**config.mk**
```make
export PLATFORM = sky130hd
export DESIGN_NAME = aef_top
export DESIGN_NICKNAME = d
export VERILOG_FILES = /design/src/inc/aef_pkg.sv /design/src/rtl/aef_axil_slave.sv /design/src/rtl/aef_top.sv
export SDC_FILE = /design/constraint.sdc
export NUM_CORES = 1
export LEC_CHECK = 0
export ABC_AREA = 1
export BUFFER_PORTS_ARGS = -buffer_cell sky130_fd_sc_hd__clkbuf_2
export CELL_PAD_IN_SITES_DETAIL_PLACEMENT = 0
export CELL_PAD_IN_SITES_GLOBAL_PLACEMENT = 1
export CORE_MARGIN = 2
export CORE_UTILIZATION = 40
export CTS_CLUSTER_SIZE = 10
export DETAILED_ROUTE_END_ITERATION = 10
export GPL_ROUTABILITY_DRIVEN = 0
export PLACE_DENSITY_LB_ADDON = 0.2
export SYNTH_ARGS = -nofsm -noshare
export SYNTH_HDL_FRONTEND = slang
export SYNTH_SLANG_ARGS = --single-unit
export TNS_END_PERCENT = 100
```
**constraint.sdc**
```tcl
create_clock -name aclk -period 2.8 [get_ports aclk]
set_input_delay 0.56 -clock aclk [delete_from_list [all_inputs] [get_ports aclk]]
set_output_delay 0.56 -clock aclk [all_outputs]
set_load 0.1 [all_outputs]
```
**src/inc/aef_pkg.sv**
```systemverilog
// Shared constants for the converter event flag and register map block
package aef_pkg;

  // ---------------------------------------------------------------------
  // Register byte offsets
  // ---------------------------------------------------------------------
  localparam logic [7:0] AEF_OFF_STATUS = 8'h00;
  localparam logic [7:0] AEF_OFF_IRQ_EN = 8'h04;
  localparam logic [7:0] AEF_OFF_CMD = 8'h08;
  localparam logic [7:0] AEF_OFF_CFG_A = 8'h0c;
  localparam logic [7:0] AEF_OFF_CFG_B = 8'h10;
  localparam logic [7:0] AEF_OFF_SMP = 8'h14;
  localparam logic [7:0] AEF_OFF_WIN_CTRL = 8'h18;
  localparam logic [7:0] AEF_OFF_WIN_THR = 8'h1c;
  localparam logic [7:0] AEF_OFF_CHSEL_LO = 8'h2c;
  localparam logic [7:0] AEF_OFF_CHSEL_HI = 8'h30;
  localparam logic [7:0] AEF_OFF_FIFO = 8'h4c;

  // ---------------------------------------------------------------------
  // Status and enable bit positions (same layout in both registers)
  // ---------------------------------------------------------------------
  localparam int unsigned AEF_B_READY = 0;
  localparam int unsigned AEF_B_SAMPLE = 1;
  localparam int unsigned AEF_B_CONV = 2;
  localparam int unsigned AEF_B_SEQ = 3;
  localparam int unsigned AEF_B_OVERRUN = 4;
  localparam int unsigned AEF_B_FULL = 5;
  localparam int unsigned AEF_B_EMPTY = 6;
  localparam int unsigned AEF_B_ALARM = 7;

  // ---------------------------------------------------------------------
  // Command bits
  // ---------------------------------------------------------------------
  localparam int unsigned AEF_C_ON = 0;
  localparam int unsigned AEF_C_OFF = 1;
  localparam int unsigned AEF_C_GO = 2;
  localparam int unsigned AEF_C_HALT = 3;

  // ---------------------------------------------------------------------
  // Window control and threshold fields
  // ---------------------------------------------------------------------
  localparam int unsigned AEF_W_EN = 7;
  localparam int unsigned AEF_W_SGL = 6;
  localparam int unsigned AEF_W_CH_LSB = 0;
  localparam int unsigned AEF_CH_W = 4;
  localparam int unsigned AEF_THR_HI_LSB = 16;
  localparam int unsigned AEF_THR_LO_LSB = 0;
  localparam int unsigned AEF_VAL_W = 12;
  localparam int unsigned AEF_FIFO_W = 16;

  // ---------------------------------------------------------------------
  // Writable masks and reset values
  // ---------------------------------------------------------------------
  localparam logic [31:0] AEF_FLAG_MASK = 32'h0000_009f;
  localparam logic [31:0] AEF_IRQ_EN_MASK = 32'h0000_009f;
  localparam logic [31:0] AEF_WIN_CTRL_MASK = 32'h0000_00cf;
  localparam logic [31:0] AEF_WIN_THR_MASK = 32'h0fff_0fff;
  localparam logic [31:0] AEF_RST_VAL = 32'h0000_0000;
  localparam logic [3:0] AEF_CMD_RST = 4'h0;

  // ---------------------------------------------------------------------
  // Bus responses
  // ---------------------------------------------------------------------
  localparam logic [1:0] AEF_RESP_OKAY = 2'b00;
  localparam logic [1:0] AEF_RESP_DECERR = 2'b11;

endpackage

```
**src/rtl/aef_axil_slave.sv**
```systemverilog
// AXI4-Lite slave front end turning bus transfers into access pulses
module aef_axil_slave
  import aef_pkg::*;
#(
  parameter int unsigned ADDR_W = 8,
  parameter int unsigned DATA_W = 32
) (
  input wire logic aclk,
  input wire logic aresetn,
  input wire logic [ADDR_W-1:0] awaddr,
  input wire logic awvalid,
  output logic awready,
  input wire logic [DATA_W-1:0] wdata,
  input wire logic [DATA_W/8-1:0] wstrb,
  input wire logic wvalid,
  output logic wready,
  output logic [1:0] bresp,
  output logic bvalid,
  input wire logic bready,
  input wire logic [ADDR_W-1:0] araddr,
  input wire logic arvalid,
  output logic arready,
  output logic [DATA_W-1:0] rdata,
  output logic [1:0] rresp,
  output logic rvalid,
  input wire logic rready,
  output logic wr_pulse,
  output logic [ADDR_W-1:0] wr_addr,
  output logic [DATA_W-1:0] wr_data,
  output logic [DATA_W/8-1:0] wr_strb,
  input wire logic wr_err,
  output logic rd_pulse,
  output logic [ADDR_W-1:0] rd_addr,
  input wire logic [DATA_W-1:0] rd_data,
  input wire logic rd_err
);

  logic aw_held_r, aw_held_nxt, w_held_r, w_held_nxt;
  logic [ADDR_W-1:0] aw_addr_r, aw_addr_nxt;
  logic [DATA_W-1:0] w_data_r, w_data_nxt;
  logic [DATA_W/8-1:0] w_strb_r, w_strb_nxt;
  logic bvalid_r, bvalid_nxt, rvalid_r, rvalid_nxt;
  logic [1:0] bresp_r, bresp_nxt, rresp_r, rresp_nxt;
  logic [DATA_W-1:0] rdata_r, rdata_nxt;

  // Address and data are held separately so either may arrive first
  assign awready = !aw_held_r && !bvalid_r;
  assign wready = !w_held_r && !bvalid_r;
  assign wr_pulse = aw_held_r && w_held_r && !bvalid_r;
  assign wr_addr = aw_addr_r;
  assign wr_data = w_data_r;
  assign wr_strb = w_strb_r;
  assign arready = !rvalid_r;
  assign rd_pulse = arvalid && !rvalid_r;
  assign rd_addr = araddr;
  assign bvalid = bvalid_r;
  assign bresp = bresp_r;
  assign rvalid = rvalid_r;
  assign rresp = rresp_r;
  assign rdata = rdata_r;

  always_comb begin
    aw_held_nxt = aw_held_r;
    aw_addr_nxt = aw_addr_r;
    w_held_nxt = w_held_r;
    w_data_nxt = w_data_r;
    w_strb_nxt = w_strb_r;
    bvalid_nxt = bvalid_r;
    bresp_nxt = bresp_r;
    rvalid_nxt = rvalid_r;
    rresp_nxt = rresp_r;
    rdata_nxt = rdata_r;
    if (awvalid && awready) begin
      aw_held_nxt = 1'b1;
      aw_addr_nxt = awaddr;
    end
    if (wvalid && wready) begin
      w_held_nxt = 1'b1;
      w_data_nxt = wdata;
      w_strb_nxt = wstrb;
    end
    if (wr_pulse) begin
      aw_held_nxt = 1'b0;
      w_held_nxt = 1'b0;
      bvalid_nxt = 1'b1;
      bresp_nxt = wr_err ? AEF_RESP_DECERR : AEF_RESP_OKAY;
    end else if (bvalid_r && bready) begin
      bvalid_nxt = 1'b0;
    end
    if (rd_pulse) begin
      rvalid_nxt = 1'b1;
      rdata_nxt = rd_data;
      rresp_nxt = rd_err ? AEF_RESP_DECERR : AEF_RESP_OKAY;
    end else if (rvalid_r && rready) begin
      rvalid_nxt = 1'b0;
    end
  end

  always_ff @(posedge aclk) begin
    if (!aresetn) begin
      aw_held_r <= 1'b0;
      aw_addr_r <= '0;
      w_held_r <= 1'b0;
      w_data_r <= '0;
      w_strb_r <= '0;
      bvalid_r <= 1'b0;
      bresp_r <= AEF_RESP_OKAY;
      rvalid_r <= 1'b0;
      rresp_r <= AEF_RESP_OKAY;
      rdata_r <= '0;
    end else begin
      aw_held_r <= aw_held_nxt;
      aw_addr_r <= aw_addr_nxt;
      w_held_r <= w_held_nxt;
      w_data_r <= w_data_nxt;
      w_strb_r <= w_strb_nxt;
      bvalid_r <= bvalid_nxt;
      bresp_r <= bresp_nxt;
      rvalid_r <= rvalid_nxt;
      rresp_r <= rresp_nxt;
      rdata_r <= rdata_nxt;
    end
  end

endmodule

```
**src/rtl/aef_top.sv**
```systemverilog
// Converter event flags, interrupt gating and register map
//
// Added by the designer: the AXI4-Lite interface to the registers.
module aef_top
  import aef_pkg::*;
#(
  parameter int unsigned ADDR_W = 8,
  parameter int unsigned DATA_W = 32
) (
  input wire logic aclk,
  input wire logic aresetn,
  input wire logic [ADDR_W-1:0] awaddr,
  input wire logic awvalid,
  output logic awready,
  input wire logic [DATA_W-1:0] wdata,
  input wire logic [DATA_W/8-1:0] wstrb,
  input wire logic wvalid,
  output logic wready,
  output logic [1:0] bresp,
  output logic bvalid,
  input wire logic bready,
  input wire logic [ADDR_W-1:0] araddr,
  input wire logic arvalid,
  output logic arready,
  output logic [DATA_W-1:0] rdata,
  output logic [1:0] rresp,
  output logic rvalid,
  input wire logic rready,
  input wire logic conv_ready_evt,
  input wire logic sample_done_evt,
  input wire logic conv_done_evt,
  input wire logic [AEF_CH_W-1:0] conv_chan,
  input wire logic [AEF_VAL_W-1:0] conv_value,
  input wire logic seq_done_evt,
  input wire logic fifo_empty,
  input wire logic fifo_full,
  input wire logic [AEF_FIFO_W-1:0] fifo_rdata,
  input wire logic go_clear,
  input wire logic halt_clear,
  input wire logic off_done,
  output logic fifo_rd_pulse,
  output logic irq,
  output logic converter_on_cmd,
  output logic converter_off_cmd,
  output logic conversion_go_cmd,
  output logic conversion_halt_cmd,
  output logic [DATA_W-1:0] conversion_config_a,
  output logic [DATA_W-1:0] conversion_config_b,
  output logic [DATA_W-1:0] sample_time,
  output logic [DATA_W-1:0] window_control,
  output logic [DATA_W-1:0] window_thresholds,
  output logic [DATA_W-1:0] channel_select_low,
  output logic [DATA_W-1:0] channel_select_high
);

  // -----------------------------------------------------------------------
  // Helpers
  // -----------------------------------------------------------------------
  // Every offset in the map, used by both the write and the read decode
  function automatic logic addr_mapped(input logic [ADDR_W-1:0] a);
    logic hit;
    hit = 1'b0;
    unique case (a)
      AEF_OFF_STATUS, AEF_OFF_IRQ_EN, AEF_OFF_CMD, AEF_OFF_CFG_A,
      AEF_OFF_CFG_B, AEF_OFF_SMP, AEF_OFF_WIN_CTRL, AEF_OFF_WIN_THR,
      AEF_OFF_CHSEL_LO, AEF_OFF_CHSEL_HI, AEF_OFF_FIFO: hit = 1'b1;
      default: hit = 1'b0;
    endcase
    return hit;
  endfunction

  function automatic logic [DATA_W-1:0] strb_mask(
    input logic [DATA_W/8-1:0] s
  );
    logic [DATA_W-1:0] m;
    m = '0;
    for (int i = 0; i < DATA_W / 8; i++) begin
      m[i*8 +: 8] = {8{s[i]}};
    end
    return m;
  endfunction

  // Byte-enabled merge that keeps reserved bits at their reset value
  function automatic logic [DATA_W-1:0] merge(
    input logic [DATA_W-1:0] old_v,
    input logic [DATA_W-1:0] new_v,
    input logic [DATA_W-1:0] bytes,
    input logic [DATA_W-1:0] keep
  );
    return ((old_v & ~bytes) | (new_v & bytes)) & keep;
  endfunction

  // -----------------------------------------------------------------------
  // Bus front end
  // -----------------------------------------------------------------------
  logic wr_pulse, rd_pulse;
  logic [ADDR_W-1:0] wr_addr, rd_addr;
  logic [DATA_W-1:0] wr_data, rd_data;
  logic [DATA_W/8-1:0] wr_strb;
  logic wr_err, rd_err;

  // Protection bits are not decoded: all privilege levels get through
  aef_axil_slave #(
    .ADDR_W(ADDR_W),
    .DATA_W(DATA_W)
  ) u_bus (
    .aclk(aclk),
    .aresetn(aresetn),
    .awaddr(awaddr),
    .awvalid(awvalid),
    .awready(awready),
    .wdata(wdata),
    .wstrb(wstrb),
    .wvalid(wvalid),
    .wready(wready),
    .bresp(bresp),
    .bvalid(bvalid),
    .bready(bready),
    .araddr(araddr),
    .arvalid(arvalid),
    .arready(arready),
    .rdata(rdata),
    .rresp(rresp),
    .rvalid(rvalid),
    .rready(rready),
    .wr_pulse(wr_pulse),
    .wr_addr(wr_addr),
    .wr_data(wr_data),
    .wr_strb(wr_strb),
    .wr_err(wr_err),
    .rd_pulse(rd_pulse),
    .rd_addr(rd_addr),
    .rd_data(rd_data),
    .rd_err(rd_err)
  );

  assign wr_err = !addr_mapped(wr_addr);
  assign rd_err = !addr_mapped(rd_addr);

  // -----------------------------------------------------------------------
  // State
  // -----------------------------------------------------------------------
  logic [DATA_W-1:0] flags_r, flags_nxt;
  logic [DATA_W-1:0] irq_en_r, irq_en_nxt;
  logic [3:0] cmd_r, cmd_nxt;
  logic [DATA_W-1:0] cfg_a_r, cfg_a_nxt, cfg_b_r, cfg_b_nxt;
  logic [DATA_W-1:0] smp_r, smp_nxt, win_ctrl_r, win_ctrl_nxt;
  logic [DATA_W-1:0] win_thr_r, win_thr_nxt;
  logic [DATA_W-1:0] chsel_lo_r, chsel_lo_nxt, chsel_hi_r, chsel_hi_nxt;
  logic irq_r, irq_nxt;

  logic [DATA_W-1:0] bytes, w1c, set_v, status_v;
  logic wr_hit_status, wr_hit_cmd, fifo_pop;
  logic win_scope, win_out;
  logic [AEF_VAL_W-1:0] thr_hi, thr_lo;

  assign bytes = strb_mask(wr_strb);
  assign wr_hit_status = wr_pulse && (wr_addr == AEF_OFF_STATUS);
  assign wr_hit_cmd = wr_pulse && (wr_addr == AEF_OFF_CMD);
  assign fifo_pop = rd_pulse && (rd_addr == AEF_OFF_FIFO);
  assign fifo_rd_pulse = fifo_pop;

  // -----------------------------------------------------------------------
  // Event detection
  // -----------------------------------------------------------------------
  assign thr_hi = win_thr_r[AEF_THR_HI_LSB +: AEF_VAL_W];
  assign thr_lo = win_thr_r[AEF_THR_LO_LSB +: AEF_VAL_W];
  assign win_scope = win_ctrl_r[AEF_W_EN] && (!win_ctrl_r[AEF_W_SGL] ||
    (conv_chan == win_ctrl_r[AEF_W_CH_LSB +: AEF_CH_W]));
  assign win_out = (conv_value > thr_hi) || (conv_value < thr_lo);

  always_comb begin
    set_v = '0;
    set_v[AEF_B_READY] = conv_ready_evt && cmd_r[AEF_C_ON];
    set_v[AEF_B_SAMPLE] = sample_done_evt;
    set_v[AEF_B_CONV] = conv_done_evt;
    set_v[AEF_B_SEQ] = seq_done_evt;
    set_v[AEF_B_OVERRUN] = conv_done_evt && fifo_full;
    set_v[AEF_B_ALARM] = conv_done_evt && win_scope && win_out;
  end

  // -----------------------------------------------------------------------
  // Flags: write one clears, a new event in the same cycle wins
  // -----------------------------------------------------------------------
  always_comb begin
    w1c = wr_hit_status ? (wr_data & bytes & AEF_FLAG_MASK) : '0;
    if (fifo_pop) begin
      w1c[AEF_B_CONV] = 1'b1;
    end
    flags_nxt = ((flags_r & ~w1c) | set_v) & AEF_FLAG_MASK;
  end

  // Fifo levels come straight from the result store, never latched
  always_comb begin
    status_v = flags_r;
    status_v[AEF_B_FULL] = fifo_full;
    status_v[AEF_B_EMPTY] = fifo_empty;
  end

  // -----------------------------------------------------------------------
  // Command bits: software sets, hardware completion clears
  // -----------------------------------------------------------------------
  always_comb begin
    cmd_nxt = cmd_r;
    if (halt_clear) begin
      cmd_nxt[AEF_C_HALT] = 1'b0;
      cmd_nxt[AEF_C_GO] = 1'b0;
    end
    if (go_clear) begin
      cmd_nxt[AEF_C_GO] = 1'b0;
    end
    if (off_done) begin
      cmd_nxt[AEF_C_OFF] = 1'b0;
      cmd_nxt[AEF_C_ON] = 1'b0;
    end
    // Illegal sequences are dropped rather than half executed
    if (wr_hit_cmd && wr_strb[0]) begin
      if (wr_data[AEF_C_ON] && (cmd_r == AEF_CMD_RST)) begin
        cmd_nxt[AEF_C_ON] = 1'b1;
      end
      if (wr_data[AEF_C_GO] && cmd_r[AEF_C_ON] && !cmd_r[AEF_C_OFF]) begin
        cmd_nxt[AEF_C_GO] = 1'b1;
      end
      if (wr_data[AEF_C_HALT] && cmd_r[AEF_C_GO] && !cmd_r[AEF_C_OFF]) begin
        cmd_nxt[AEF_C_HALT] = 1'b1;
      end
      if (wr_data[AEF_C_OFF] && cmd_r[AEF_C_ON] && !cmd_r[AEF_C_GO]) begin
        cmd_nxt[AEF_C_OFF] = 1'b1;
      end
    end
  end

  // -----------------------------------------------------------------------
  // Plain read/write registers
  // -----------------------------------------------------------------------
  always_comb begin
    irq_en_nxt = irq_en_r;
    cfg_a_nxt = cfg_a_r;
    cfg_b_nxt = cfg_b_r;
    smp_nxt = smp_r;
    win_ctrl_nxt = win_ctrl_r;
    win_thr_nxt = win_thr_r;
    chsel_lo_nxt = chsel_lo_r;
    chsel_hi_nxt = chsel_hi_r;
    if (wr_pulse) begin
      unique case (wr_addr)
        AEF_OFF_IRQ_EN:
          irq_en_nxt = merge(irq_en_r, wr_data, bytes, AEF_IRQ_EN_MASK);
        AEF_OFF_CFG_A:
          cfg_a_nxt = merge(cfg_a_r, wr_data, bytes, '1);
        AEF_OFF_CFG_B:
          cfg_b_nxt = merge(cfg_b_r, wr_data, bytes, '1);
        AEF_OFF_SMP:
          smp_nxt = merge(smp_r, wr_data, bytes, '1);
        AEF_OFF_WIN_CTRL:
          win_ctrl_nxt = merge(win_ctrl_r, wr_data, bytes, AEF_WIN_CTRL_MASK);
        AEF_OFF_WIN_THR:
          win_thr_nxt = merge(win_thr_r, wr_data, bytes, AEF_WIN_THR_MASK);
        AEF_OFF_CHSEL_LO:
          chsel_lo_nxt = merge(chsel_lo_r, wr_data, bytes, '1);
        AEF_OFF_CHSEL_HI:
          chsel_hi_nxt = merge(chsel_hi_r, wr_data, bytes, '1);
        default: ;
      endcase
    end
  end

  // Registered from next values so the line changes on the same edge as the flag
  always_comb begin
    irq_nxt = |(flags_nxt & irq_en_nxt & AEF_FLAG_MASK);
  end

  // -----------------------------------------------------------------------
  // Read mux
  // -----------------------------------------------------------------------
  always_comb begin
    rd_data = '0;
    unique case (rd_addr)
      AEF_OFF_STATUS: rd_data = status_v;
      AEF_OFF_IRQ_EN: rd_data = irq_en_r;
      AEF_OFF_CMD: rd_data = {{(DATA_W-4){1'b0}}, cmd_r};
      AEF_OFF_CFG_A: rd_data = cfg_a_r;
      AEF_OFF_CFG_B: rd_data = cfg_b_r;
      AEF_OFF_SMP: rd_data = smp_r;
      AEF_OFF_WIN_CTRL: rd_data = win_ctrl_r;
      AEF_OFF_WIN_THR: rd_data = win_thr_r;
      AEF_OFF_CHSEL_LO: rd_data = chsel_lo_r;
      AEF_OFF_CHSEL_HI: rd_data = chsel_hi_r;
      AEF_OFF_FIFO: rd_data = {{(DATA_W-AEF_FIFO_W){1'b0}}, fifo_rdata};
      default: rd_data = '0;
    endcase
  end

  // -----------------------------------------------------------------------
  // Registers
  // -----------------------------------------------------------------------
  always_ff @(posedge aclk) begin
    if (!aresetn) begin
      flags_r <= AEF_RST_VAL;
      irq_en_r <= AEF_RST_VAL;
      cmd_r <= AEF_CMD_RST;
      cfg_a_r <= AEF_RST_VAL;
      cfg_b_r <= AEF_RST_VAL;
      smp_r <= AEF_RST_VAL;
      win_ctrl_r <= AEF_RST_VAL;
      win_thr_r <= AEF_RST_VAL;
      chsel_lo_r <= AEF_RST_VAL;
      chsel_hi_r <= AEF_RST_VAL;
      irq_r <= 1'b0;
    end else begin
      flags_r <= flags_nxt;
      irq_en_r <= irq_en_nxt;
      cmd_r <= cmd_nxt;
      cfg_a_r <= cfg_a_nxt;
      cfg_b_r <= cfg_b_nxt;
      smp_r <= smp_nxt;
      win_ctrl_r <= win_ctrl_nxt;
      win_thr_r <= win_thr_nxt;
      chsel_lo_r <= chsel_lo_nxt;
      chsel_hi_r <= chsel_hi_nxt;
      irq_r <= irq_nxt;
    end
  end

  assign irq = irq_r;
  assign converter_on_cmd = cmd_r[AEF_C_ON];
  assign converter_off_cmd = cmd_r[AEF_C_OFF];
  assign conversion_go_cmd = cmd_r[AEF_C_GO];
  assign conversion_halt_cmd = cmd_r[AEF_C_HALT];
  assign conversion_config_a = cfg_a_r;
  assign conversion_config_b = cfg_b_r;
  assign sample_time = smp_r;
  assign window_control = win_ctrl_r;
  assign window_thresholds = win_thr_r;
  assign channel_select_low = chsel_lo_r;
  assign channel_select_high = chsel_hi_r;

endmodule

```
* After elaboration in Yosys (flattened, before gate mapping)
Index checks and enable logic that the tools add are counted.
** Storage, ports and cells
- Register bits after elaboration :: 317
- Bits of input ports :: 100
- Output and inout bits :: 271
- Logic and storage cells :: 138
** Operators by class
- $lt $le $gt $ge :: 2
- Equality and inequality tests :: 21
- Muxes and demuxes :: 21
- Bitwise logic cells :: 23
- Reductions and logical operators :: 50
** Operators with widths (number)
- $pmux 32 s11 :: 1
- $and 32x32->32 :: 6
- $or 32x32->32 :: 5
- $eq 8x5->1 const B :: 8
- $mux 32 :: 2
- $and 8x8->8 :: 4
- $eq 8x4->1 const B :: 4
- $eq 8x6->1 const B :: 4
- $not 32->32 :: 1
- $and 28x28->28 :: 1
- $or 28x28->28 :: 1
- $logic_and 1x1->1 :: 25
- $or 8x8->8 :: 3
- $reduce_or 11->1 :: 2
- $eq 8x3->1 const B :: 2
- $eq 8x7->1 const B :: 2
- $logic_not 8->1 :: 2
- $reduce_and 2->1 :: 7
- $gt 12x12->1 :: 1
- $lt 12x12->1 :: 1
- $mux 1 :: 12
- $mux 2 :: 4
- $mux 8 :: 1
- $not 8->8 :: 1
- 9 further kinds :: 17

* Logic depth before layout (Yosys ltp)
Gate-level depths: netlist (run 1).
- Word-level depth :: 10
- Depth in mapped cells :: 15
- Mapped depth without buffers :: 15

* Cells and area by module
Synthesis (run 1) repeated with hierarchy kept, for this count alone.
** Second synthesis, totals
- Cell total of the unflattened synthesis :: 1849
- Area total of the unflattened synthesis :: 13307.8 µm²
** Modules (own cells, without submodules)
- aef_top :: times used 1, cells each 1381, area an instance 9964.6 µm², seq. area each 4144.0 µm²
- aef_axil_slave :: times used 1, cells each 468, area an instance 3343.2 µm², seq. area each 1641.6 µm²

* Least setup slack after synthesis (run 1)
No wires, ideal clock.
- Path kind :: reg2reg
- Start point :: reg u_bus.bvalid_r, in the netlist u_bus.bvalid
- End point :: reg u_bus.w_data_r[29], in the netlist u_bus.wr_data[29]
- Library setup time :: 0.128 ns
- Arrival :: 2.984 ns
- Required time :: 2.672 ns
- Setup slack :: -0.312 ns
- Stages on the path, launching flop included :: 6
- Buffers on the path :: 1
- Period minus slack after synthesis :: 3.112 ns
- Cell sequence :: dfxtp_1 nor2_1 nand2_1 clkbuf_1 o21ai_0 a21oi_1
** On the way
- Cells in the longest elaborated chain, start to end :: 3
** Ends and longest elaborated chain
- from (decl) :: line aef_axil_slave.sv:42 : logic bvalid_r, bvalid_nxt, rvalid_r, rvalid_nxt;
- from (signal assigned) :: line aef_axil_slave.sv:117 : bvalid_r <= bvalid_nxt;
- $logic_not 1->1 :: line aef_axil_slave.sv:48 : assign wready = !w_held_r && !bvalid_r;
- $logic_and 1x1->1 :: line aef_axil_slave.sv:48
- net wready :: line aef_top.sv:18 : output logic wready,
- $logic_and 1x1->1 :: line aef_axil_slave.sv:77 : if (wvalid && wready) begin
- to (signal assigned) :: line aef_axil_slave.sv:115 : w_data_r <= w_data_nxt;
- to (decl) :: line aef_axil_slave.sv:40 : logic [DATA_W-1:0] w_data_r, w_data_nxt;
The timed path passes the listed nets, and every way through them passes these cells.
A chain may end at the register's enable or synchronous reset.

* Final worst setup path (run 1)
- Start point :: reg u_bus.rvalid_r, in the netlist u_bus.rvalid
- End point :: out fifo_rd_pulse
** On the way
- Cells in the longest elaborated chain, start to end :: 3
** Ends and longest elaborated chain
- from (decl) :: line aef_axil_slave.sv:42
- from (signal assigned) :: line aef_axil_slave.sv:119 : rvalid_r <= rvalid_nxt;
- $logic_not 1->1 :: line aef_axil_slave.sv:54 : assign rd_pulse = arvalid && !rvalid_r;
- $logic_and 1x1->1 :: line aef_axil_slave.sv:54
- $logic_and 1x1->1 :: line aef_top.sv:160 : assign fifo_pop = rd_pulse && (rd_addr == AEF_OFF_FIFO);
- to (decl) :: line aef_top.sv:41 : output logic fifo_rd_pulse,
No other way between the ends.

==> results of run 1 <==
-- worst register-to-register path, cell delays in order (launching register included) --
cell and delay, ns:
dfxtp_1 0.31, inv_1 0.15, nand3_1 0.24, nor2_1 0.21, inv_1 0.10, nor2_2 0.28
nand2_1 0.34, o21ai_0 0.28, a21oi_1 0.06
-- how the worst max path moves through the flow --
stage	start	to	slack, ns	cells after the start
global route	u_bus.wr_addr[4]	flip-flop	0.49	8
detailed placement	araddr[7]	u_bus.rdata[11]	0.53	10
finish	u_bus.rvalid	fifo_rd_pulse	0.54	4
global placement	araddr[7]	u_bus.rdata[7]	0.57	11
CTS	u_bus.rvalid	fifo_rd_pulse	0.53	4
floorplan	u_bus.bvalid	u_bus.wr_data[29]	0.25	5
-- cells in the final DEF (no fill, tap or decap), drive strengths merged, types with 2 or more instances in the layout --
cell / count
nand4: 8
clkinv: 2
a211oi: 6
a21oi: 291
and3: 4
nor3: 8
clkbuf: 377
xnor2: 4
nor2: 124
o211a: 8
nand2: 338
conb: 34
o21a: 2
o211ai: 6
nand3: 96
ha: 23
o21ai: 239
nand3b: 3
buf: 31
dfxtp: 289
inv: 208
o22ai: 19
-- power by group through the flow --
stage               Combinational [mW]  Clock, mW  Sequential (mW)
finish                           0.898       4.08             4.28
global route                     0.966       4.29             4.28
CTS                              0.896       4.13             4.27
detailed placement               0.894          0             4.36
global placement                 0.888          0             4.36
floorplan                        0.647          0             4.36
-- cell families (layout without fill, tap and decap cells) --
kind of cell / Yosys count / in the layout
and+or+nand+nor: 583 / 583
AOI/OAI and AO/OA: 573 / 573
buffers and inverters: 332 / 618
DFF: 289 / 289
adders and majority gates: 23 / 23
xor gates and xnor gates: 4 / 4
other: 1 / 35
-- per-layer routing --
layer | part of all wire, % | global-route usage (%) | vias up
met5 | 0.032 | 0 | -
met4 | 3.3 | 10.8 | 2
met3 | 6.5 | 4.66 | 81
met2 | 46 | 45.3 | 501
met1 | 44 | 37.3 | 6119
li1 | - | - | 6516
-- area by class of cell --
class | instances | area share (%)
multi-input combinational | 1217 | 37.6
sequential | 289 | 36.0
timing repair buffer | 365 | 12.1
clock buffer | 43 | 6.02
inverter | 209 | 4.88
tap | 442 | 3.44
clock inverter | 1 | 0.0311
antenna | 1 | 0.0155
-- per-stage QoR --
| stage | cells | power [mW] | util, % |
|---|---|---|---|
| floorplan | 1838 | 5.01 | - |
| global placement | 2522 | 5.25 | 46.6 |
| detailed placement | 2522 | 5.26 | 46.6 |
| CTS | 2566 | 9.30 | 49.6 |
| global route | 2567 | 9.54 | 49.6 |
| finish | 2567 | 9.25 | 49.6 |
==> results.tsv, run 1 <==
stage	metric	value	unit
routing	vias	13200	
routing	wl	49.5	mm
logic_synthesis	synth_most_common_cell	nand2_1	
power_and_ir_drop	p_seq_share	46.2	%
setup_path	cp_top_family	simple AND/OR/NAND/NOR gates	
clocking	cts_hold_buf	0	
logic_synthesis	synth-edff-count	0	
final_layout	drive_gt1_share	22.1	%
timing	worst_hold_slack	0.290	ns
power_and_ir_drop	p_clk_share	44.1	%
run	maxCapViolations	0	
power_and_ir_drop	leakagePower	6.92	nW
logic_synthesis	muxShareOfSynthArea	0	%
logic_synthesis	synth_compound_area_share	22.6	%
logic_synthesis	ys_warn_count	0	
global_routing	grt_max_degree	209	
timing	post-route-min-period	2.26	ns
min_path	holdPathStages	3	
power_and_ir_drop	peakVddDrop	315	uV
timing	tightestPinTransition	0.827	ns
timing	rsz0062_at_grt	false	
final_layout	nFillCells	3397	
routing	drc	0	
clocking	root_buffer	clkbuf_16	
routing	avgRoutedWirePerCell	19.3	um
routing	ant_nets	0	
setup_path	crit_path_max_fanout	4	
clocking	cts_tree	done	
floorplan	coreArea	32500	um^2
power_and_ir_drop	p_comb_share	9.7	%
clocking	h-tree-depth	2	
global_routing	grt_pass1_wl	72.5	mm
min_path	min_to	flags_r[1]	
final_layout	regArea	5790	um^2
global_routing	track_usage	28.0	%
floorplan	start_util	40.6	%
logic_synthesis	async_flop_share	0	%
min_path	hp-start	sample_done_evt	
clocking	clock_latency	0.52	ns
logic_synthesis	yosys-top-cells-area	dfxtp_1 (44%), a21oi_1 (11%), nand2_1 (9.3%)	
logic_synthesis	postSynthAreaPerCell	7.29	um^2
placed_design	port_buffers	336	
final_layout	multiInputGateArea	6050	um^2
clocking	post_cts_buffers	0	
logic_synthesis	synth-main-ff-cell	dfxtp_1	
timing	relSlewSlack	44.9	%
clocking	clockBufferDepth	3	
clocking	cts-resized-gates	0	
logic_synthesis	ys_seq_area_share	43.9	%
clocking	numCtsBuffers	35	
setup_path	slowest_stage	dfxtp_1	
timing	setup_viol	0	
setup_path	worstPathArrival	1.70	ns
floorplan	num_rows	66	
logic_synthesis	synth_cell_types	39	
logic_synthesis	synth-seq-cells	289	
routing	via_per_inst	5.15	
setup_path	path_cells	nor2_4, nand3_1, inv_1, buf_12	
global_routing	grt_pass1_vias	12100	
logic_synthesis	synth_fa_ha_area_share	2.19	%
logic_synthesis	synth_top_family_by_area	compound AO/OA/AOI/OAI gates	
final_layout	layout.nets	2240	
setup_path	r2r_cells	8	
placed_design	dp_slack	0.528	ns
logic_synthesis	synth-simple-area-share	19.8	%
floorplan	die_h	185	um
timing	tns	0	ns
logic_synthesis	synth_area	13200	um^2
clocking	cts.sinks	289	
logic_synthesis	synth_largest_area_cell	dfxtp_1	
routing	dr.pass1.iters	5	
setup_path	crit_path_end_kind	output pin	
global_routing	antenna_found_initial	2	
timing	period_share	80.6	%
timing	report.final.slew_viol_count	0	
outcome	status	finished clean	
min_path	hp-class	input pin to flip-flop	
final_layout	area_growth	22.2	%
setup_path	r2r_start	u_bus.wr_addr[5]	
placed_design	placed_area	15100	um^2
logic_synthesis	syn_inst	1805	
power_and_ir_drop	internal-power	6.77	mW
power_and_ir_drop	p_switching	2.48	mW
logic_synthesis	netlist_top_cells_count	nand2_1 (325), a21oi_1 (291), dfxtp_1 (289), inv_1 (193), o21ai_0 (190)	
timing	max_freq	443	MHz
clocking	clk_pin_slew	0.05	ns
routing	drt_iter0_markers	1040	
logic_synthesis	synth-xor-area-share	0.266	%
setup_path	critPathKind	flip-flop to output pin	
power_and_ir_drop	powerDensity	575	nW/um^2
setup_path	cp.required	2.24	ns
timing	clock_skew	0.0186	ns
setup_path	startpoint_type	flip-flop	
setup_path	cp_slowest_stage_delay	0.34	ns
logic_synthesis	synth.top_cell.area_share	43.9	%
global_routing	overflow	0	
setup_path	crit_buf_inv	2	
floorplan	die-area	34400	um^2
placed_design	hpwl	36.4	mm
floorplan	die_w	185	um
power_and_ir_drop	sw_frac_of_total	26.9	%
floorplan	pin_count	371	
setup_path	r2r_slack	0.71	ns
final_layout	final_area	16100	um^2
timing	hold_violations	0	
timing	fin_ws	0.543	ns
Note: power is estimated with default switching activity, not from simulation.
==> run 2: changes to the inputs <==
--- a/config.mk
+++ b/config.mk
@@ -10,7 +10,7 @@
 export CELL_PAD_IN_SITES_DETAIL_PLACEMENT = 0
 export CELL_PAD_IN_SITES_GLOBAL_PLACEMENT = 1
 export CORE_MARGIN = 2
-export CORE_UTILIZATION = 40
+export CORE_UTILIZATION = 37
 export CTS_CLUSTER_SIZE = 10
 export DETAILED_ROUTE_END_ITERATION = 10
 export GPL_ROUTABILITY_DRIVEN = 0
==> constraint.sdc (replaced) <==
create_clock -name aclk -period 2.3 [get_ports aclk]
set_input_delay 0.46 -clock aclk [delete_from_list [all_inputs] [get_ports aclk]]
set_output_delay 0.46 -clock aclk [all_outputs]
set_load 0.1 [all_outputs]
==> results.tsv, run 2 (synthesis results as in run 1) <==
stage	metric	value	unit
clocking	clk_pin_slew	0.05	ns
timing	tns	0	ns
setup_path	startpoint_type	flip-flop	
timing	rsz0062_at_grt	false	
floorplan	num_rows	69	
routing	via_per_inst	5.11	
timing	period_share	96.3	%
power_and_ir_drop	powerDensity	699	nW/um^2
min_path	hp-start	wstrb[0]	
power_and_ir_drop	p_clk_share	44.5	%
clocking	root_buffer	clkbuf_16	
timing	report.final.slew_viol_count	0	
clocking	cts_hold_buf	0	
floorplan	die_h	193	um
floorplan	die_w	193	um
placed_design	dpl.cell_count	2548	
clocking	cts-resized-gates	0	
setup_path	r2r_cells	8	
power_and_ir_drop	p_comb_share	9.8	%
timing	hold_violations	0	
routing	dr.pass1.iters	5	
clocking	cts_tree	done	
routing	drc	0	
timing	clock_skew	0.0108	ns
global_routing	grt_max_degree	113	
placed_design	port_buffers	336	
clocking	cts.sinks	289	
power_and_ir_drop	p_switching	3.05	mW
final_layout	layout_commonest_cell	clkbuf_2	
setup_path	crit_path_end_kind	output pin	
run	maxCapViolations	0	
clocking	numCtsBuffers	36	
global_routing	antenna_found_initial	3	
setup_path	r2r_start	u_bus.wr_addr[4]	
setup_path	cp.required	1.84	ns
global_routing	overflow	0	
timing	max_freq	451	MHz
routing	drt_iter0_markers	987	
outcome	status	finished clean	
routing	avgRoutedWirePerCell	19.6	um
clocking	clockBufferDepth	3	
power_and_ir_drop	sw_frac_of_total	26.7	%
setup_path	worstPathArrival	1.75	ns
clocking	h-tree-depth	2	
timing	worst_hold_slack	0.222	ns
global_routing	grt_pass1_vias	12400	
floorplan	pin_count	371	
clocking	clock_latency	0.50	ns
final_layout	finalNonFillerCells	2600	
routing	vias	13300	
placed_design	hpwl	38.3	mm
timing	tightestPinTransition	0.611	ns
power_and_ir_drop	internal-power	8.35	mW
final_layout	layout.nets	2248	
setup_path	crit_path_max_fanout	4	
floorplan	start_util	37.3	%
min_path	holdPathStages	3	
power_and_ir_drop	leakagePower	6.99	nW
floorplan	die-area	37100	um^2
power_and_ir_drop	peakVddDrop	414	uV
floorplan	coreArea	35300	um^2
timing	post-route-min-period	2.21	ns
final_layout	area_growth	23.9	%
timing	relSlewSlack	59.4	%
global_routing	track_usage	26.6	%
final_layout	drive_gt1_share	22.6	%
final_layout	layout_common_cells	clkbuf_2 (334), nand2_1 (323), a21oi_1 (291)	
min_path	hp-class	input pin to flip-flop	
setup_path	r2r_slack	0.14	ns
routing	wl	50.8	mm
clocking	post_cts_buffers	0	
timing	setup_viol	0	
setup_path	critPathKind	flip-flop to output pin	
min_path	min_to	u_bus.wr_strb[0]	
routing	ant_nets	0	
power_and_ir_drop	p_seq_share	45.7	%
global_routing	grt_pass1_wl	74.6	mm
run 2: cell types whose count changed in the layout (fill, tap and decap cells not counted):
cell,delta
buf_12,+6
clkbuf_1,+3
dfxtp_2,+1
clkinvlp_4,+1
nand2_1,-1
clkinv_2,+1
nor2_4,+2
nand2_2,+1
dfxtp_1,-1
inv_1,-1
buf_4,+1
diode_2,+1
nor2_2,-2
clkbuf_8,+2
run 2: worst max-delay path, stage by stage, from the launching register on:
cell and delay, ns:
dfxtp_2 0.34, nor2_4 0.30, nand3_1 0.26, clkinvlp_4 0.17
buf_12 0.17
run 2: routing by layer:
layer / vias up / wire [um] / track usage (%)
li1: 6530 / - / -
met2: 506 / 23200 / 42.9
met4: 2 / 1440 / 7.96
met3: 91 / 3710 / 4.86
met1: 6144 / 22500 / 36.3
met5: - / 12 / 0
run 2: worst max-delay path by stage:
stage | startpoint | end | depth (start not counted)
floorplan | u_bus.bvalid | irq | 9
global placement | u_bus.wr_addr[7] | flip-flop | 8
detailed placement | u_bus.wr_addr[5] | flip-flop | 8
CTS | u_bus.rvalid | fifo_rd_pulse | 4
global route | u_bus.wr_addr[4] | flip-flop | 8
finish | u_bus.rvalid | fifo_rd_pulse | 4
run 2: power by group through the flow:
stage,Clock [mW],Sequential [mW],Combinational (mW)
3_5_place_dp,0,5.31,1.11
2_1_floorplan,0,5.32,0.790
3_3_place_gp,0,5.31,1.10
5_1_grt,5.37,5.22,1.20
6_report,5.08,5.21,1.11
4_1_cts,5.17,5.20,1.11
run 2: per-stage QoR:
step,area [um^2],utilization (%),worst slack [ns],power (mW)
after floorplan,13300,-,0.0782,6.10
after detailed placement,15300,43.3,0.163,6.42
after global routing,16300,46.2,0.0137,11.8
after CTS,16300,46.2,0.0915,11.5
final,16300,46.2,0.0851,11.4
after global placement,15300,43.3,0.216,6.41
run 2: area by class of cell:
type | count | area (um^2)
Clock buffer | 48 | 1010
Timing Repair Buffer | 372 | 2070
Fill cell | 3698 | 19000
Sequential cell | 289 | 5790
Inverter | 209 | 790
Antenna cell | 2 | 5.00
Multi-Input combinational cell | 1217 | 6060
Tap cell | 461 | 577
Clock inverter | 2 | 10.0
==> run 3: changes to the inputs <==
--- a/config.mk
+++ b/config.mk
@@ -6,7 +6,7 @@
 export NUM_CORES = 1
 export LEC_CHECK = 0
 export ABC_AREA = 1
-export BUFFER_PORTS_ARGS = -buffer_cell sky130_fd_sc_hd__clkbuf_2
+export BUFFER_PORTS_ARGS = -buffer_cell sky130_fd_sc_hd__buf_2
 export CELL_PAD_IN_SITES_DETAIL_PLACEMENT = 0
 export CELL_PAD_IN_SITES_GLOBAL_PLACEMENT = 1
 export CORE_MARGIN = 2
==> results.tsv, run 3 (synthesis results as in run 1) <==
stage	metric	value	unit
final_layout	layout_commonest_cell	buf_2	
clocking	cts_hold_buf	0	
min_path	hp-class	input pin to flip-flop	
routing	via_per_inst	5.14	
setup_path	cp_top_family	simple AND/OR/NAND/NOR gates	
global_routing	grt_pass1_vias	12500	
clocking	cts.sinks	289	
final_layout	area_growth	23.4	%
floorplan	start_util	37.3	%
placed_design	dp_slack	0.171	ns
setup_path	cp_slowest_stage_delay	0.34	ns
setup_path	worstPathArrival	1.69	ns
floorplan	die_w	193	um
clocking	clk_pin_slew	0.05	ns
clocking	h-tree-depth	2	
setup_path	cp.required	1.84	ns
outcome	status	finished clean	
power_and_ir_drop	powerDensity	697	nW/um^2
timing	tightestPinTransition	0.718	ns
timing	post-route-min-period	2.15	ns
setup_path	path_cells	nor2_4, nand3_1, clkinvlp_4, buf_12	
global_routing	grt_max_degree	175	
setup_path	crit_path_max_fanout	3	
timing	hold_violations	0	
setup_path	slowest_stage	dfxtp_2	
global_routing	grt_use_met2	43.9	%
floorplan	coreArea	35300	um^2
placed_design	placed_area	15300	um^2
clocking	root_buffer	clkbuf_16	
clocking	clock_latency	0.52	ns
global_routing	grtUsageMet1	35.6	%
setup_path	r2r_slack	0.22	ns
min_path	hp-start	wstrb[0]	
setup_path	crit_buf_inv	2	
setup_path	r2r_start	u_bus.wr_addr[7]	
timing	rsz0062_at_grt	false	
clocking	numCtsBuffers	35	
final_layout	layout_common_cells	buf_2 (334), nand2_1 (323), a21oi_1 (291)	
setup_path	crit_path_end_kind	output pin	
global_routing	busiest_layer	met2	
clocking	cts-resized-gates	0	
timing	max_freq	465	MHz
global_routing	grt_pass1_wl	74.5	mm
timing	clock_skew	0.0195	ns
final_layout	finalNonFillerCells	2596	
routing	vias	13300	
floorplan	die_h	193	um
placed_design	hpwl	38.1	mm
setup_path	critPathLaunch	u_bus.rvalid	
placed_design	dpl.cell_count	2549	
run	maxCapViolations	0	
timing	report.final.slew_viol_count	0	
timing	tns	0	ns
floorplan	num_rows	69	
global_routing	overflow	0	
clocking	post_cts_buffers	0	
routing	wl	51.2	mm
power_and_ir_drop	leakagePower	7.17	nW
power_and_ir_drop	power	11.3	mW
routing	drc	0	
setup_path	startpoint_type	flip-flop	
clocking	clockBufferDepth	3	
clocking	cts_tree	done	
global_routing	track_usage	26.7	%
routing	dr.pass1.iters	7	
floorplan	pin_count	371	
timing	setup_viol	0	
timing	period_share	93.6	%
final_layout	drive_gt1_share	22.5	%
global_routing	antenna_found_initial	3	
floorplan	die-area	37100	um^2
global_routing	grtUsageMet3	4.31	%
timing	fin_ws	0.147	ns
routing	drt_iter0_markers	923	
routing	avgRoutedWirePerCell	19.7	um
final_layout	layout.nets	2248	
timing	relSlewSlack	52.2	%
routing	ant_nets	0	
final_layout	final_area	16300	um^2
setup_path	critPathKind	flip-flop to output pin	
power_and_ir_drop	peakVddDrop	505	uV
placed_design	port_buffers	336	
[run 3: cell types whose count changed in the layout (fill, tap and decap cells not counted)]
cell	before	now
clkbuf_2	334	0
diode_2	2	1
buf_12	9	7
buf_4	29	32
clkinv_2	3	1
clkbuf_8	4	2
buf_2	0	334
[run 3: path summary, 6_finish.rpt]
check / end / cells after the start
setup / recovery: fifo_rd_pulse / 4
hold / removal: u_bus.wr_strb[0] / 3
setup reg to reg: flip-flop / 8
hold reg to reg: flip-flop / 2
[run 3: where the power goes]
group / internal, mW / total (mW) / switching [mW]
Clock: 2.93 / 4.99 / 2.06
Sequential: 5.10 / 5.21 / 0.110
Combinational: 0.240 / 1.13 / 0.885
Total: 8.27 / 11.3 / 3.05
[run 3: routing by layer]
layer	wire (um)	vias up
met4	1470	2
met5	16	-
met1	22500	6212
li1	-	6544
met2	23800	491
met3	3500	84
[run 3: final cells by class]
type | instances | area (um^2)
diodes | 1 | 2.50
clock buffers | 46 | 980
fillers | 3690 | 19100
inverters | 209 | 790
multi-input cells | 1217 | 6060
flip-flops and latches | 289 | 5790
well taps | 461 | 577
repair buffers | 373 | 2050
[run 3: metrics by stage]
stage	util (%)	hold WS [ns]
after floorplan	-	0.454
after global placement	43.2	0.454
after detailed placement	43.2	0.456
after CTS	46.0	0.203
after global routing	46.0	0.237
final	46.0	0.215
[run 3: worst reg2reg max path: stages, from the launching register on]
cell	delay [ns]
dfxtp_1	0.32
nor2_2	0.15
nand3_1	0.21
nor2_1	0.22
inv_2	0.11
nor2_8	0.21
nand2_1	0.36
o21ai_0	0.30
a21oi_1	0.06
